**src/design/mtc_pkg.sv**
```systemverilog
// Constants, address map and helpers for the five-channel timer core
package mtc_pkg;
    localparam int          NCH       = 5;
    localparam int          NGR       = 16;
    localparam int          DW        = 16;
    localparam int          AW        = 8;
    localparam logic [7:0]  OFS_CNT   = 8'h00;
    localparam logic [7:0]  OFS_GREG  = 8'h10;
    localparam logic [7:0]  GREG_SPAN = 8'h14;
    localparam logic [7:0]  OFS_STAT  = 8'h30;
    localparam logic [7:0]  OFS_IOC   = 8'h38;
    localparam logic [7:0]  OFS_RUN   = 8'h40;
    localparam logic [15:0] CNT_RST   = 16'h0000;
    localparam logic [15:0] GREG_RST  = 16'hFFFF;
    localparam logic [7:0]  RUN_RST   = 8'h00;
    localparam logic [7:0]  RUN_MASK  = 8'hC7;
    localparam int          IOC_W     = 7;
    localparam logic [6:0]  IOC_RST   = 7'h00;
    localparam int          IOC_OE    = 4;
    localparam int          IOC_INIT  = 5;
    localparam int          IOC_BUF   = 6;

    typedef enum logic [1:0] {RS_NONE, RS_REG, RS_MEM} mtc_rsel_t;

    // First general register index of a channel
    function automatic int greg_base(input int ch);
        case (ch)
            0: greg_base = 0;
            1: greg_base = 4;
            2: greg_base = 6;
            3: greg_base = 8;
            default: greg_base = 12;
        endcase
    endfunction

    // Channels that own registers C and D
    function automatic logic has_cd(input int ch);
        has_cd = (ch == 0) || (ch == 3) || (ch == 4);
    endfunction

    // Bit of the run register that belongs to a channel
    function automatic int run_pos(input int ch);
        run_pos = (ch < 3) ? ch : ch + 3;
    endfunction

    // True when an address hits an existing general register
    function automatic logic greg_valid(input logic [7:0] a);
        logic [7:0] off;
        off = a - OFS_GREG;
        greg_valid = (a >= OFS_GREG) && (off < GREG_SPAN) &&
                     (has_cd(int'(off[4:2])) || !off[1]);
    endfunction

    // General register index addressed by a bus address
    function automatic logic [3:0] greg_index(input logic [7:0] a);
        logic [7:0] off;
        off = a - OFS_GREG;
        greg_index = 4'(greg_base(int'(off[4:2])) + int'(off[1:0]));
    endfunction
endpackage

```
**src/design/mtc_core.sv**
```systemverilog
// Five-channel timer core: counters, general registers, flags, run control
`timescale 1ns/1ns
module mtc_core import mtc_pkg::*; (
    input  wire logic          core_clk,
    input  wire logic          rst_n,
    input  wire logic          hw_standby,
    input  wire logic [AW-1:0] reg_addr,
    input  wire logic [DW-1:0] reg_wdata,
    input  wire logic          reg_wr,
    input  wire logic          reg_rd,
    output logic      [DW-1:0] reg_rdata,
    input  wire logic [19:0]   capture_evt,
    input  wire logic [4:0]    xfer_act_a,
    input  wire logic [4:0]    xfer_act_b,
    input  wire logic [4:0]    flag_clear_disable_select_a,
    input  wire logic [4:0]    flag_clear_disable_select_b,
    output logic      [4:0]    match_a_interrupt,
    output logic      [4:0]    match_b_interrupt,
    output logic      [4:0]    timer_io_pin_o,
    output logic      [4:0]    timer_io_pin_oe
);
    logic [DW-1:0]    cnt_r [NCH];
    logic [7:0]       run_r;
    logic [IOC_W-1:0] ioc_r [NCH];
    logic [4:0]       pin_r;
    logic [4:0]       running;
    logic [NGR-1:0]   g_wen;
    logic [NGR*DW-1:0] g_wdat;
    logic [NGR*DW-1:0] g_all;
    logic [DW-1:0]    g_q;
    logic [19:0]      ev_cmp;
    logic [19:0]      ev_cap;
    logic [19:0]      flag_set;
    logic [19:0]      flag;
    logic [19:0]      armed;
    logic [4:0]       wr_cnt;
    logic [4:0]       wr_stat;
    logic [4:0]       rd_stat;
    logic [4:0]       wr_ioc;
    logic             wr_run;
    logic             g_hit_wr;
    logic [3:0]       g_idx;
    mtc_rsel_t        rsel_r;
    logic [DW-1:0]    rdata_r;

    // Bus address decode
    always_comb begin
        for (int c = 0; c < NCH; c++) begin
            wr_cnt[c]  = reg_wr && (reg_addr == OFS_CNT + 8'(c));
            wr_stat[c] = reg_wr && (reg_addr == OFS_STAT + 8'(c));
            rd_stat[c] = reg_rd && (reg_addr == OFS_STAT + 8'(c));
            wr_ioc[c]  = reg_wr && (reg_addr == OFS_IOC + 8'(c));
            running[c] = run_r[run_pos(c)];
        end
    end
    assign wr_run   = reg_wr && (reg_addr == OFS_RUN);
    assign g_hit_wr = reg_wr && greg_valid(reg_addr);
    assign g_idx    = greg_index(reg_addr);

    // Channel counters: standby, bus write, then count
    always_ff @(posedge core_clk or negedge rst_n) begin
        if (!rst_n) begin
            for (int c = 0; c < NCH; c++) cnt_r[c] <= CNT_RST;
        end else begin
            for (int c = 0; c < NCH; c++) begin
                if (hw_standby)      cnt_r[c] <= CNT_RST;
                else if (wr_cnt[c])  cnt_r[c] <= reg_wdata;
                else if (running[c]) cnt_r[c] <= cnt_r[c] + 16'h0001;
            end
        end
    end

    // Run control, reserved bits kept at zero
    always_ff @(posedge core_clk or negedge rst_n) begin
        if (!rst_n)      run_r <= RUN_RST;
        else if (wr_run) run_r <= reg_wdata[7:0] & RUN_MASK;
    end

    // Per-channel I/O control: capture select, pin enable, initial level, buffering
    always_ff @(posedge core_clk or negedge rst_n) begin
        if (!rst_n) begin
            for (int c = 0; c < NCH; c++) ioc_r[c] <= IOC_RST;
        end else begin
            for (int c = 0; c < NCH; c++) begin
                if (wr_ioc[c]) ioc_r[c] <= reg_wdata[IOC_W-1:0];
            end
        end
    end

    // Pin level: initial value when stopped, toggle on compare match A
    always_ff @(posedge core_clk or negedge rst_n) begin
        if (!rst_n) begin
            pin_r <= 5'h00;
        end else begin
            for (int c = 0; c < NCH; c++) begin
                if (wr_ioc[c] && !running[c])
                    pin_r[c] <= reg_wdata[IOC_INIT];
                else if (ev_cmp[c*4] && ioc_r[c][IOC_OE])
                    pin_r[c] <= ~pin_r[c];                             // match A: toggled
            end
        end
    end
    assign timer_io_pin_o = pin_r;
    always_comb begin
        for (int c = 0; c < NCH; c++) timer_io_pin_oe[c] = ioc_r[c][IOC_OE];
    end

    // Per-register events, write enables and flags
    for (genvar c = 0; c < NCH; c++) begin : g_ch
        for (genvar r = 0; r < 4; r++) begin : g_reg
            if (r < 2 || has_cd(c)) begin : g_on
                localparam int GI = greg_base(c) + r;
                logic          cm;
                logic          buf_on;
                logic          bus_hit;
                logic [DW-1:0] word;
                assign cm      = ioc_r[c][r];
                assign buf_on  = has_cd(c) && ioc_r[c][IOC_BUF];
                assign bus_hit = g_hit_wr && (g_idx == 4'(GI));
                assign word    = g_all[GI*DW +: DW];
                // Compare while counting, capture on the input event
                assign ev_cmp[c*4+r] = running[c] && !cm && (cnt_r[c] == word);
                assign ev_cap[c*4+r] = cm && capture_evt[c*4+r];
                if (r < 2) begin : g_ab
                    // A/B: capture loads counter; buffered compare reloads from C/D
                    assign g_wen[GI]  = bus_hit || ev_cap[c*4+r] || (buf_on && ev_cmp[c*4+r]);
                    assign g_wdat[GI*DW +: DW] = bus_hit ? reg_wdata :
                                                 cm ? cnt_r[c] : g_all[(GI+2)*DW +: DW];
                    assign flag_set[c*4+r] = ev_cmp[c*4+r] || ev_cap[c*4+r];
                end else begin : g_cd
                    // C/D: own capture, or buffer of the old A/B value
                    assign g_wen[GI]  = bus_hit || (!buf_on && ev_cap[c*4+r]) ||
                                        (buf_on && ev_cap[c*4+r-2]);
                    assign g_wdat[GI*DW +: DW] = bus_hit ? reg_wdata :
                                                 buf_on ? g_all[(GI-2)*DW +: DW] : cnt_r[c];
                    assign flag_set[c*4+r] = !buf_on && (ev_cmp[c*4+r] || ev_cap[c*4+r]);
                end
                mtc_flag_cell u_flag (
                    .core_clk (core_clk),
                    .rst_n    (rst_n),
                    .set_i    (flag_set[c*4+r]),
                    .rd_i     (rd_stat[c]),
                    .wr_i     (wr_stat[c]),
                    .wbit_i   (reg_wdata[r]),
                    .hw_clr_i ((r == 0) ? (xfer_act_a[c] && !flag_clear_disable_select_a[c]) :
                               (r == 1) ? (xfer_act_b[c] && !flag_clear_disable_select_b[c]) : 1'b0),
                    .flag_r   (flag[c*4+r]),
                    .armed_r  (armed[c*4+r])
                );
            end else begin : g_off
                // Absent C/D on channels 1 and 2 read as zero
                assign ev_cmp[c*4+r]   = 1'b0;
                assign ev_cap[c*4+r]   = 1'b0;
                assign flag_set[c*4+r] = 1'b0;
                assign flag[c*4+r]     = 1'b0;
                assign armed[c*4+r]    = 1'b0;
            end
        end
        assign match_a_interrupt[c] = flag[c*4];
        assign match_b_interrupt[c] = flag[c*4+1];
    end

    mtc_greg_mem #(
        .W (DW),
        .N (NGR)
    ) u_mem (
        .core_clk  (core_clk),
        .rst_n     (rst_n),
        .wen       (g_wen),
        .wdat      (g_wdat),
        .raddr     (g_idx),
        .q         (g_q),
        .all_words (g_all)
    );

    // Read path: data valid in the cycle after the strobe, unmapped reads zero
    always_ff @(posedge core_clk or negedge rst_n) begin
        if (!rst_n) begin
            rsel_r  <= RS_NONE;
            rdata_r <= 16'h0000;
        end else begin
            rsel_r  <= RS_NONE;
            rdata_r <= 16'h0000;
            if (reg_rd) begin
                if (greg_valid(reg_addr)) begin
                    rsel_r <= RS_MEM;
                end else begin
                    rsel_r <= RS_REG;
                    for (int c = 0; c < NCH; c++) begin
                        if (reg_addr == OFS_CNT + 8'(c))  rdata_r <= cnt_r[c];
                        if (reg_addr == OFS_STAT + 8'(c)) rdata_r <= {12'h000, flag[c*4 +: 4]};
                        if (reg_addr == OFS_IOC + 8'(c))  rdata_r <= {9'h000, ioc_r[c]};
                    end
                    if (reg_addr == OFS_RUN) rdata_r <= {8'h00, run_r};
                end
            end
        end
    end
    assign reg_rdata = (rsel_r == RS_MEM) ? g_q : rdata_r;
endmodule

```
**src/design/mtc_greg_mem.sv**
```systemverilog
// General register storage with parallel view and registered read port
`timescale 1ns/1ns
module mtc_greg_mem import mtc_pkg::*; #(
    parameter int W = DW,
    parameter int N = NGR
) (
    input  wire logic                 core_clk,
    input  wire logic                 rst_n,
    input  wire logic [N-1:0]         wen,
    input  wire logic [N*W-1:0]       wdat,
    input  wire logic [$clog2(N)-1:0] raddr,
    output logic      [W-1:0]         q,
    output logic      [N*W-1:0]       all_words
);
    logic [W-1:0] mem_r [N];

    // Word storage, all ones after reset
    always_ff @(posedge core_clk or negedge rst_n) begin
        if (!rst_n) begin
            for (int i = 0; i < N; i++) mem_r[i] <= W'(GREG_RST);
        end else begin
            for (int i = 0; i < N; i++) begin
                if (wen[i]) mem_r[i] <= wdat[i*W +: W];
            end
        end
    end

    // Registered read port
    always_ff @(posedge core_clk or negedge rst_n) begin
        if (!rst_n) q <= W'(GREG_RST);
        else        q <= mem_r[raddr];
    end

    // Parallel view for comparators and buffer moves
    always_comb begin
        for (int i = 0; i < N; i++) all_words[i*W +: W] = mem_r[i];
    end
endmodule

```
**src/design/mtc_flag_cell.sv**
```systemverilog
// One capture/compare status flag with read-then-write-0 clearing
`timescale 1ns/1ns
module mtc_flag_cell (
    input  wire logic core_clk,
    input  wire logic rst_n,
    input  wire logic set_i,
    input  wire logic rd_i,
    input  wire logic wr_i,
    input  wire logic wbit_i,
    input  wire logic hw_clr_i,
    output logic      flag_r,
    output logic      armed_r
);
    // Remember that software saw the flag as 1
    always_ff @(posedge core_clk or negedge rst_n) begin
        if (!rst_n)                armed_r <= 1'b0;
        else if (wr_i)             armed_r <= 1'b0;
        else if (rd_i && flag_r)   armed_r <= 1'b1;
    end

    // Set wins over any clear; writes only clear
    always_ff @(posedge core_clk or negedge rst_n) begin
        if (!rst_n)                           flag_r <= 1'b0;
        else if (set_i)                       flag_r <= 1'b1;
        else if (wr_i && !wbit_i && armed_r)  flag_r <= 1'b0;
        else if (hw_clr_i)                    flag_r <= 1'b0;
    end
endmodule

```
**config.mk**
```make
export PLATFORM = sky130hd
export DESIGN_NAME = mtc_core
export DESIGN_NICKNAME = d
export VERILOG_FILES = /design/src/design/mtc_pkg.sv /design/src/design/mtc_core.sv /design/src/design/mtc_greg_mem.sv /design/src/design/mtc_flag_cell.sv
export SDC_FILE = /design/constraint.sdc
export NUM_CORES = 2
export LEC_CHECK = 0
export ABC_AREA = 1
export BUFFER_PORTS_ARGS = -buffer_cell sky130_fd_sc_hd__buf_2
export CELL_PAD_IN_SITES_DETAIL_PLACEMENT = 2
export CELL_PAD_IN_SITES_GLOBAL_PLACEMENT = 2
export CORE_AREA = 5 5 290 292
export CTS_CLUSTER_SIZE = 14
export DETAILED_ROUTE_END_ITERATION = 8
export DIE_AREA = 0 0 295 297
export MAX_ROUTING_LAYER = met4
export PLACE_DENSITY_LB_ADDON = 0.05
export SYNTH_ARGS = -nofsm -noshare
export SYNTH_HDL_FRONTEND = slang
export SYNTH_SLANG_ARGS = --single-unit
```
**constraint.sdc**
```tcl
create_clock -name core_clk -period 2.8 [get_ports core_clk]
set_clock_uncertainty 0.15 [all_clocks]
set_input_delay 0.28 -clock core_clk [delete_from_list [all_inputs] [get_ports core_clk]]
set_output_delay 0.28 -clock core_clk [all_outputs]
set_load 0.005 [all_outputs]
```
Yosys cells after proc, flatten, opt, wreduce, memory -nomap -nowiden:

Cells that the tools add are included.

* bits in registers: 447
* bits in latches: 0
* RAM bits: 0
* ROM bits: 0
* input bits: 69
* output and inout port bits: 36
* logic and storage cells: 603
* memories: 0

* add/sub/neg operators: 7
* multipliers: 0
* div/mod/pow operators: 0
* order comparisons: 3
* eq/ne operators: 52
* shift operators: 0
* multiplexer cells: 156
* bitwise logic cells: 6
* reductions and logical operators: 312

Operators by type and width (count)
* $mux 16: 68
* $eq 16x16->1: 16
* $logic_and 1x1->1: 180
* $mux 1: 84
* $add 16x1->16 const B: 5
* $eq 8x6->1 const B: 10
* $bmux 16 s4: 1
* $reduce_bool 2->1: 27
* $logic_or 1x1->1: 47
* $reduce_bool 3->1: 15
* $logic_not 1->1: 39
* $eq 4x4->1 const B: 8
* $eq 4x3->1 const B: 4
* $eq 8x2->1 const B: 2
* $pmux 4 s4: 1
* $eq 4x2->1 const B: 2
* $eq 8x1->1 const B: 1
* $eq 8x3->1 const B: 1
* $eq 8x7->1 const B: 1
* $ge 8x5->1 const B: 1
* $logic_not 8->1: 1
* $lt 8x5->1 const B: 1
* $sub 8x5->8 const B: 1
* $eq 3x2->1 const B: 2
* other kinds (11): 18

Longest topological paths before layout:

* depth in word-level cells: 19
* mapped depth: 18

Hierarchy:

A second synthesis with hierarchy kept.

* cell total of the unflattened synthesis: 5034
* area total of the unflattened synthesis: 32799.0 um2

Modules (own cells, without submodules)
* mtc_core: instances 1, cells an instance 3219, area an instance 18362.6 um2, seq. area each 3578.4 um2
* mtc_greg_mem: instances 1, cells an instance 1639, area an instance 13015.0 um2, seq. area each 7146.9 um2
* mtc_flag_cell: instances 16, cells an instance 11, area an instance 88.8 um2, seq. area each 50.0 um2

Least setup slack after synthesis:

Ideal clock, no wire load.

* kind: input to register
* start: in reg_addr[4]
* end: reg u_mem.q[15]
* data arrival time: 2.042 ns
* path slack: 0.543 ns
* stages: 10
* buffers on the path: 2
* cells stage by stage: inv_1 -> nor2_1 -> ha_1 -> nor2_1 -> inv_2 -> clkbuf_1 -> clkbuf_1 -> o22ai_1 -> o21ai_0 -> nand3b_1

* longest elaborated chain between the ends: 8
* elaborated cells between the ends (all ways): 11
* those cells by class: add/sub: 2; eq/ne: 3; mux: 4; bitwise: 1; reduce/logical: 1

RTL lines
* from (decl): line mtc_core.sv:7 `input wire logic [AW-1:0] reg_addr,`
* $sub 8x5->8 *
* $eq 3x2->1, or another cell as far along: line mtc_pkg.sv:27 `case (ch)`
* $pmux 4 s4 *: line mtc_pkg.sv:27
* $add 4x3->4 *: line mtc_pkg.sv:58 `greg_index = 4'(greg_base(int'(off[4:2])) + int'(off[1:0]));`
* $not 4->5 (not written as such) *: line mtc_greg_mem.sv:31 `else q <= mem_r[raddr];`
* $bmux 16 s4 *: line mtc_greg_mem.sv:31
* $mux 16 (not written as such) * (2 in a row): line mtc_greg_mem.sv:31
* to (signal assigned): line mtc_greg_mem.sv:30 `if (!rst_n) q <= W'(GREG_RST);`
* to (signal assigned): line mtc_greg_mem.sv:31
* to (decl): line mtc_greg_mem.sv:12 `output logic [W-1:0] q,`

Every way passes the cells marked *; elsewhere a longest branch is shown, timed or not. The select of a mux whose other input is x is not followed.
A chain may end at the register's enable or synchronous reset.

Worst setup path in the final report:

* start: reg cnt_r[19] (netlist bit)
* end: reg g_ch[3].g_reg[0].g_on.u_flag.flag_r

* longest elaborated chain between the ends: 4
* elaborated cells between the ends (all ways): 5
* those cells by class: eq/ne: 1; mux: 1; reduce/logical: 3

RTL lines
* from (decl): line mtc_core.sv:22 `logic [DW-1:0] cnt_r [NCH];`
* from (signal, indexed assignment): line mtc_core.sv:67 `else if (wr_cnt[c]) cnt_r[c] <= reg_wdata;`
* from (signal, indexed assignment): line mtc_core.sv:68 `else if (running[c]) cnt_r[c] <= cnt_r[c] + 16'h0001;`
* $eq 16x16->1 *: line mtc_core.sv:122 `assign ev_cmp[c*4+r] = running[c] && !cm && (cnt_r[c] == word);`
* $logic_and 1x1->1 *: line mtc_core.sv:122
* $logic_or 1x1->1 *: line mtc_core.sv:129 `assign flag_set[c*4+r] = ev_cmp[c*4+r] || ev_cap[c*4+r];`
* $reduce_bool 3->1 (no line) / $mux 1 (equally long branches)
* to (signal assigned): line mtc_flag_cell.sv:23 `if (!rst_n) flag_r <= 1'b0;`
* to (signal assigned): line mtc_flag_cell.sv:24 `else if (set_i) flag_r <= 1'b1;`
* to (signal assigned): line mtc_flag_cell.sv:25 `else if (wr_i && !wbit_i && armed_r) flag_r <= 1'b0;`
* to (decl): line mtc_flag_cell.sv:11 `output logic flag_r,`

Every way passes the cells marked *; elsewhere a longest branch is shown, timed or not.

==> results.txt <==
status -> completed
Inst Count DP -> 5,213
TritonCTS clock tree -> done
Post-Syn Nets -> 4,057
Worst Setup EP -> g_ch[3].g_reg[0].g_on.u_flag.flag_r$_DFFE_PN0P_
actual slew at the worst max-slew pin -> 965 ps
clock transition at the registers of the reported paths -> 70 ps
first-pass GRT wire length -> 246,000 microns
initial antenna violation count -> 9
total CTS buffers -> 57
min-delay worst type -> in2reg
synth unique cells -> 52
Crit path depth -> 9
GRT Total Usage -> 0.383
Placed Area -> 33,600 sq um
top fanout value on the critical path -> 6
Worst-Skew Late Latency -> 640 ps
Synth Flop Type -> dfstp_2
yosys warns -> 0
root buf cell -> clkbuf_16
final hold vios -> 0
Worst Setup End Kind -> flop
Seq cells post-synth -> 447
reg-to-reg slack, setup -> 90 ps
Core Area -> 81,300 sq um
final setup fails -> 0
number of global-route vias before repair -> 36,100
NumNets Final -> 4,324
Worst path max stage delay -> 670 ps
critical setup path kind -> reg2reg
Rows -> 105
antenna violation net count after detailed routing -> 0
Crit path top cell by count -> nor2_1
Post-synth ARST share -> 1.00
CP Cell Sequence -> buf_4, nor2_1, nor2_1, nand3_1, nor2_1, nand3b_1, buf_4, o311ai_0, dlygate4sd3_1
routed len/inst -> 31.5 microns
dpl hpwl -> 124,000 microns
final wirelength -> 169,000 microns
pre-CTS setup slack -> -222 ps
worst reg2reg startpoint -> cnt_r[19]$_DFFE_PN0P_
fin. max-slew vios -> 0
largest net degree at the start of global routing -> 62
Finished Layout Cells -> 5,369
CP required -> 3230 ps
maxcap violations -> 0
total gr overflow -> 0
fillers -> 9,281
pwr dens -> 678 nW/um^2
kind of start point of the critical path -> flop
Iteration-0 DRC Markers -> 2,932
Max Fclk -> 368 MHz
Tcrit/Tclk final -> 0.969
die footprint -> 87,600 sq um
sequential share of the synthesized area -> 0.389
EDFF count, synth -> 0
htree depth -> 2
Max clock buf depth -> 3
PortBufs -> 100
setup tns final -> 0 ps
worst setup margin -> 85.9 ps
Final Critical Period -> 2710 ps
reg2reg end -> g_ch[3].g_reg[0].g_on.u_flag.flag_r$_DFFE_PN0P_
Area Overhead vs Synth -> 21.6%
DRC viols -> 0
io pins -> 105
vias per cell -> 6.28
Worst setup startpoint -> cnt_r[19]$_DFFE_PN0P_
Avg Inst Size Synth -> 7.46 sq um
Worst path slowest cell -> dfrtp_1
initial core utilization -> 0.365
Leak -> 0.0152 uW
die width -> 295 microns
GPL Wtd Cong -> 0.979
Mapped Area -> 29,700 sq um
Die Ht -> 297 microns
share of cells above drive strength 1 -> 0.221
Post-Syn Instances -> 3,978
drt pass-1 iters -> 5
Slew HR -> 0.356
Arr. time, crit path -> 3150 ps
Worst VDD drop -> 474 uV
via count -> 33,700
worst path buffer plus inverter count -> 3
worst r2r path cells -> 9
Final Cell Area -> 36,100 sq um
Num Clock Sinks -> 447
CP top delay family -> buffers and inverters
cell families (layout without fill, tap and decap cells):
| group | count (synthesis) | after routing | share of synthesized area |
|---|---|---|---|
| compound gates | 1269 | 1269 | 0.263 |
| fa+ha+maj | 10 | 10 | 0.00422 |
| flops | 447 | 447 | 0.389 |
| xor+xnor | 130 | 130 | 0.0386 |
| mux | 18 | 18 | 0.00683 |
| simple gates | 1294 | 1294 | 0.191 |
| other cells | 0 | 5 | 0 |
| buf+inv | 810 | 1126 | 0.108 |
final cells by class:
cell class | count | area, sq um | area share
clock inverters | 18 | 194 | 0.00538
multi-input cells | 2721 | 15000 | 0.416
inverters | 512 | 1930 | 0.0534
diodes | 5 | 12.5 | 0.000347
repair buffers | 506 | 4290 | 0.119
flip-flops and latches | 447 | 11500 | 0.320
clock buffers | 90 | 1760 | 0.0489
well taps | 1070 | 1340 | 0.0371
tightest hold or removal path: stages:
cell and delay [ps]:
buf_2 120, nand2_1 60, nor2_1 150, a21oi_1 90
o21ai_0 90
cell usage after synthesis (all sizes together) (24+ instances only):
cell | n | share of area
xnor2 | 41 | 0.012
a221oi | 27 | 0.0080
o21ai | 597 | 0.10
inv | 497 | 0.063
a21oi | 112 | 0.019
nand3 | 234 | 0.042
o221ai | 146 | 0.043
buf | 96 | 0.018
o2111ai | 24 | 0.0071
dfrtp | 175 | 0.15
nor2 | 182 | 0.026
nand2 | 737 | 0.094
xor2 | 89 | 0.027
clkbuf | 202 | 0.026
o22ai | 191 | 0.040
o211ai | 120 | 0.031
nand4 | 39 | 0.0082
nor3 | 53 | 0.0094
dfstp | 272 | 0.24
worst min path at each step:
| stage | from | to | slack, ps | cells past startpoint |
|---|---|---|---|---|
| after floorplan | rst_n | cnt_r[0]$_DFFE_PN0P_ | -170 | 0 |
| after global placement | rst_n | cnt_r[62]$_DFFE_PN0P_ | 150 | 1 |
| after detailed placement | rst_n | cnt_r[62]$_DFFE_PN0P_ | 160 | 1 |
| after CTS | reg_wdata[13] | cnt_r[61]$_DFFE_PN0P_ | 10 | 4 |
| after global routing | reg_wdata[13] | cnt_r[61]$_DFFE_PN0P_ | 60 | 4 |
| final | capture_evt[2] | g_ch[0].g_reg[2].g_on.u_flag.flag_r$_DFFE_PN0P_ | 40 | 5 |
state kept, by name, summed over array words and instances, names as in the netlist, 11 cells and up:
name and cells:
cnt_r 80, g_ch.g.g_on.cm 16, g_ch.g.g_on.u_flag.armed_r 16, g_ch.g.g_on.u_flag.flag_r 16
ioc_r 11, rdata_r 16, u_mem.all_words 256, u_mem.q 16
cell usage in the layout, fill, tap and decap left out, types with 11 or more instances in the layout:
| cell type | n |
|---|---|
| dlygate4sd3_1 | 41 |
| a21oi_1 | 112 |
| nand3b_1 | 13 |
| a211oi_1 | 11 |
| nor2_2 | 15 |
| nand3_2 | 18 |
| o21ai_1 | 110 |
| xnor2_1 | 41 |
| nor4_1 | 19 |
| o221ai_1 | 146 |
| nor2_1 | 157 |
| clkinv_2 | 13 |
| a22oi_1 | 22 |
| nand2_1 | 725 |
| buf_4 | 315 |
| mux2_2 | 17 |
| nor3_1 | 48 |
| a221oi_1 | 27 |
| inv_2 | 17 |
| o21ai_0 | 487 |
| clkbuf_8 | 17 |
| o211ai_1 | 117 |
| nand2_2 | 12 |
| clkbuf_1 | 14 |
| dfrtp_1 | 171 |
| o2111ai_1 | 24 |
| nand4_1 | 39 |
| clkinv_1 | 15 |
| dfstp_2 | 272 |
| xor2_1 | 88 |
| o22ai_1 | 191 |
| buf_2 | 99 |
| nand3_1 | 216 |
| inv_1 | 479 |
| buf_12 | 50 |
| clkbuf_16 | 59 |
per-stage QoR:
| stage | hold slack, ps | power (uW) | util |
|---|---|---|---|
| floorplan | -166 | 13200 | - |
| global placement | 150 | 15900 | 0.413 |
| detailed placement | 165 | 16300 | 0.413 |
| CTS | 10.3 | 24400 | 0.442 |
| global route | 57.8 | 25400 | 0.443 |
| finish | 44.7 | 24400 | 0.443 |
report_power, final:
part	switching [uW]	internal, uW
Clock	3270	4660
Combinational	4380	2490
Sequential	1110	8540
Total	8760	15700
per-layer routing:
metal / track usage / up-vias / wire length, microns
li1: - / 14300 / -
met1: 0.505 / 17600 / 71500
met2: 0.584 / 1391 / 75700
met3: 0.0594 / 411 / 12400
met4: 0.173 / 0 / 9320
met5: - / - / 0
repair_timing:
| action | CTS | global route |
|---|---|---|
| gates resized for setup | 3 | 18 |
| endpoints found under the setup margin | 20 | 56 |
| pin swaps | 0 | 3 |
| setup buffers | 0 | 2 |
| hold endpoints to repair | 184 | 0 |
| hold buffers | 41 | 0 |
Power figures use the tool's default switching activity.
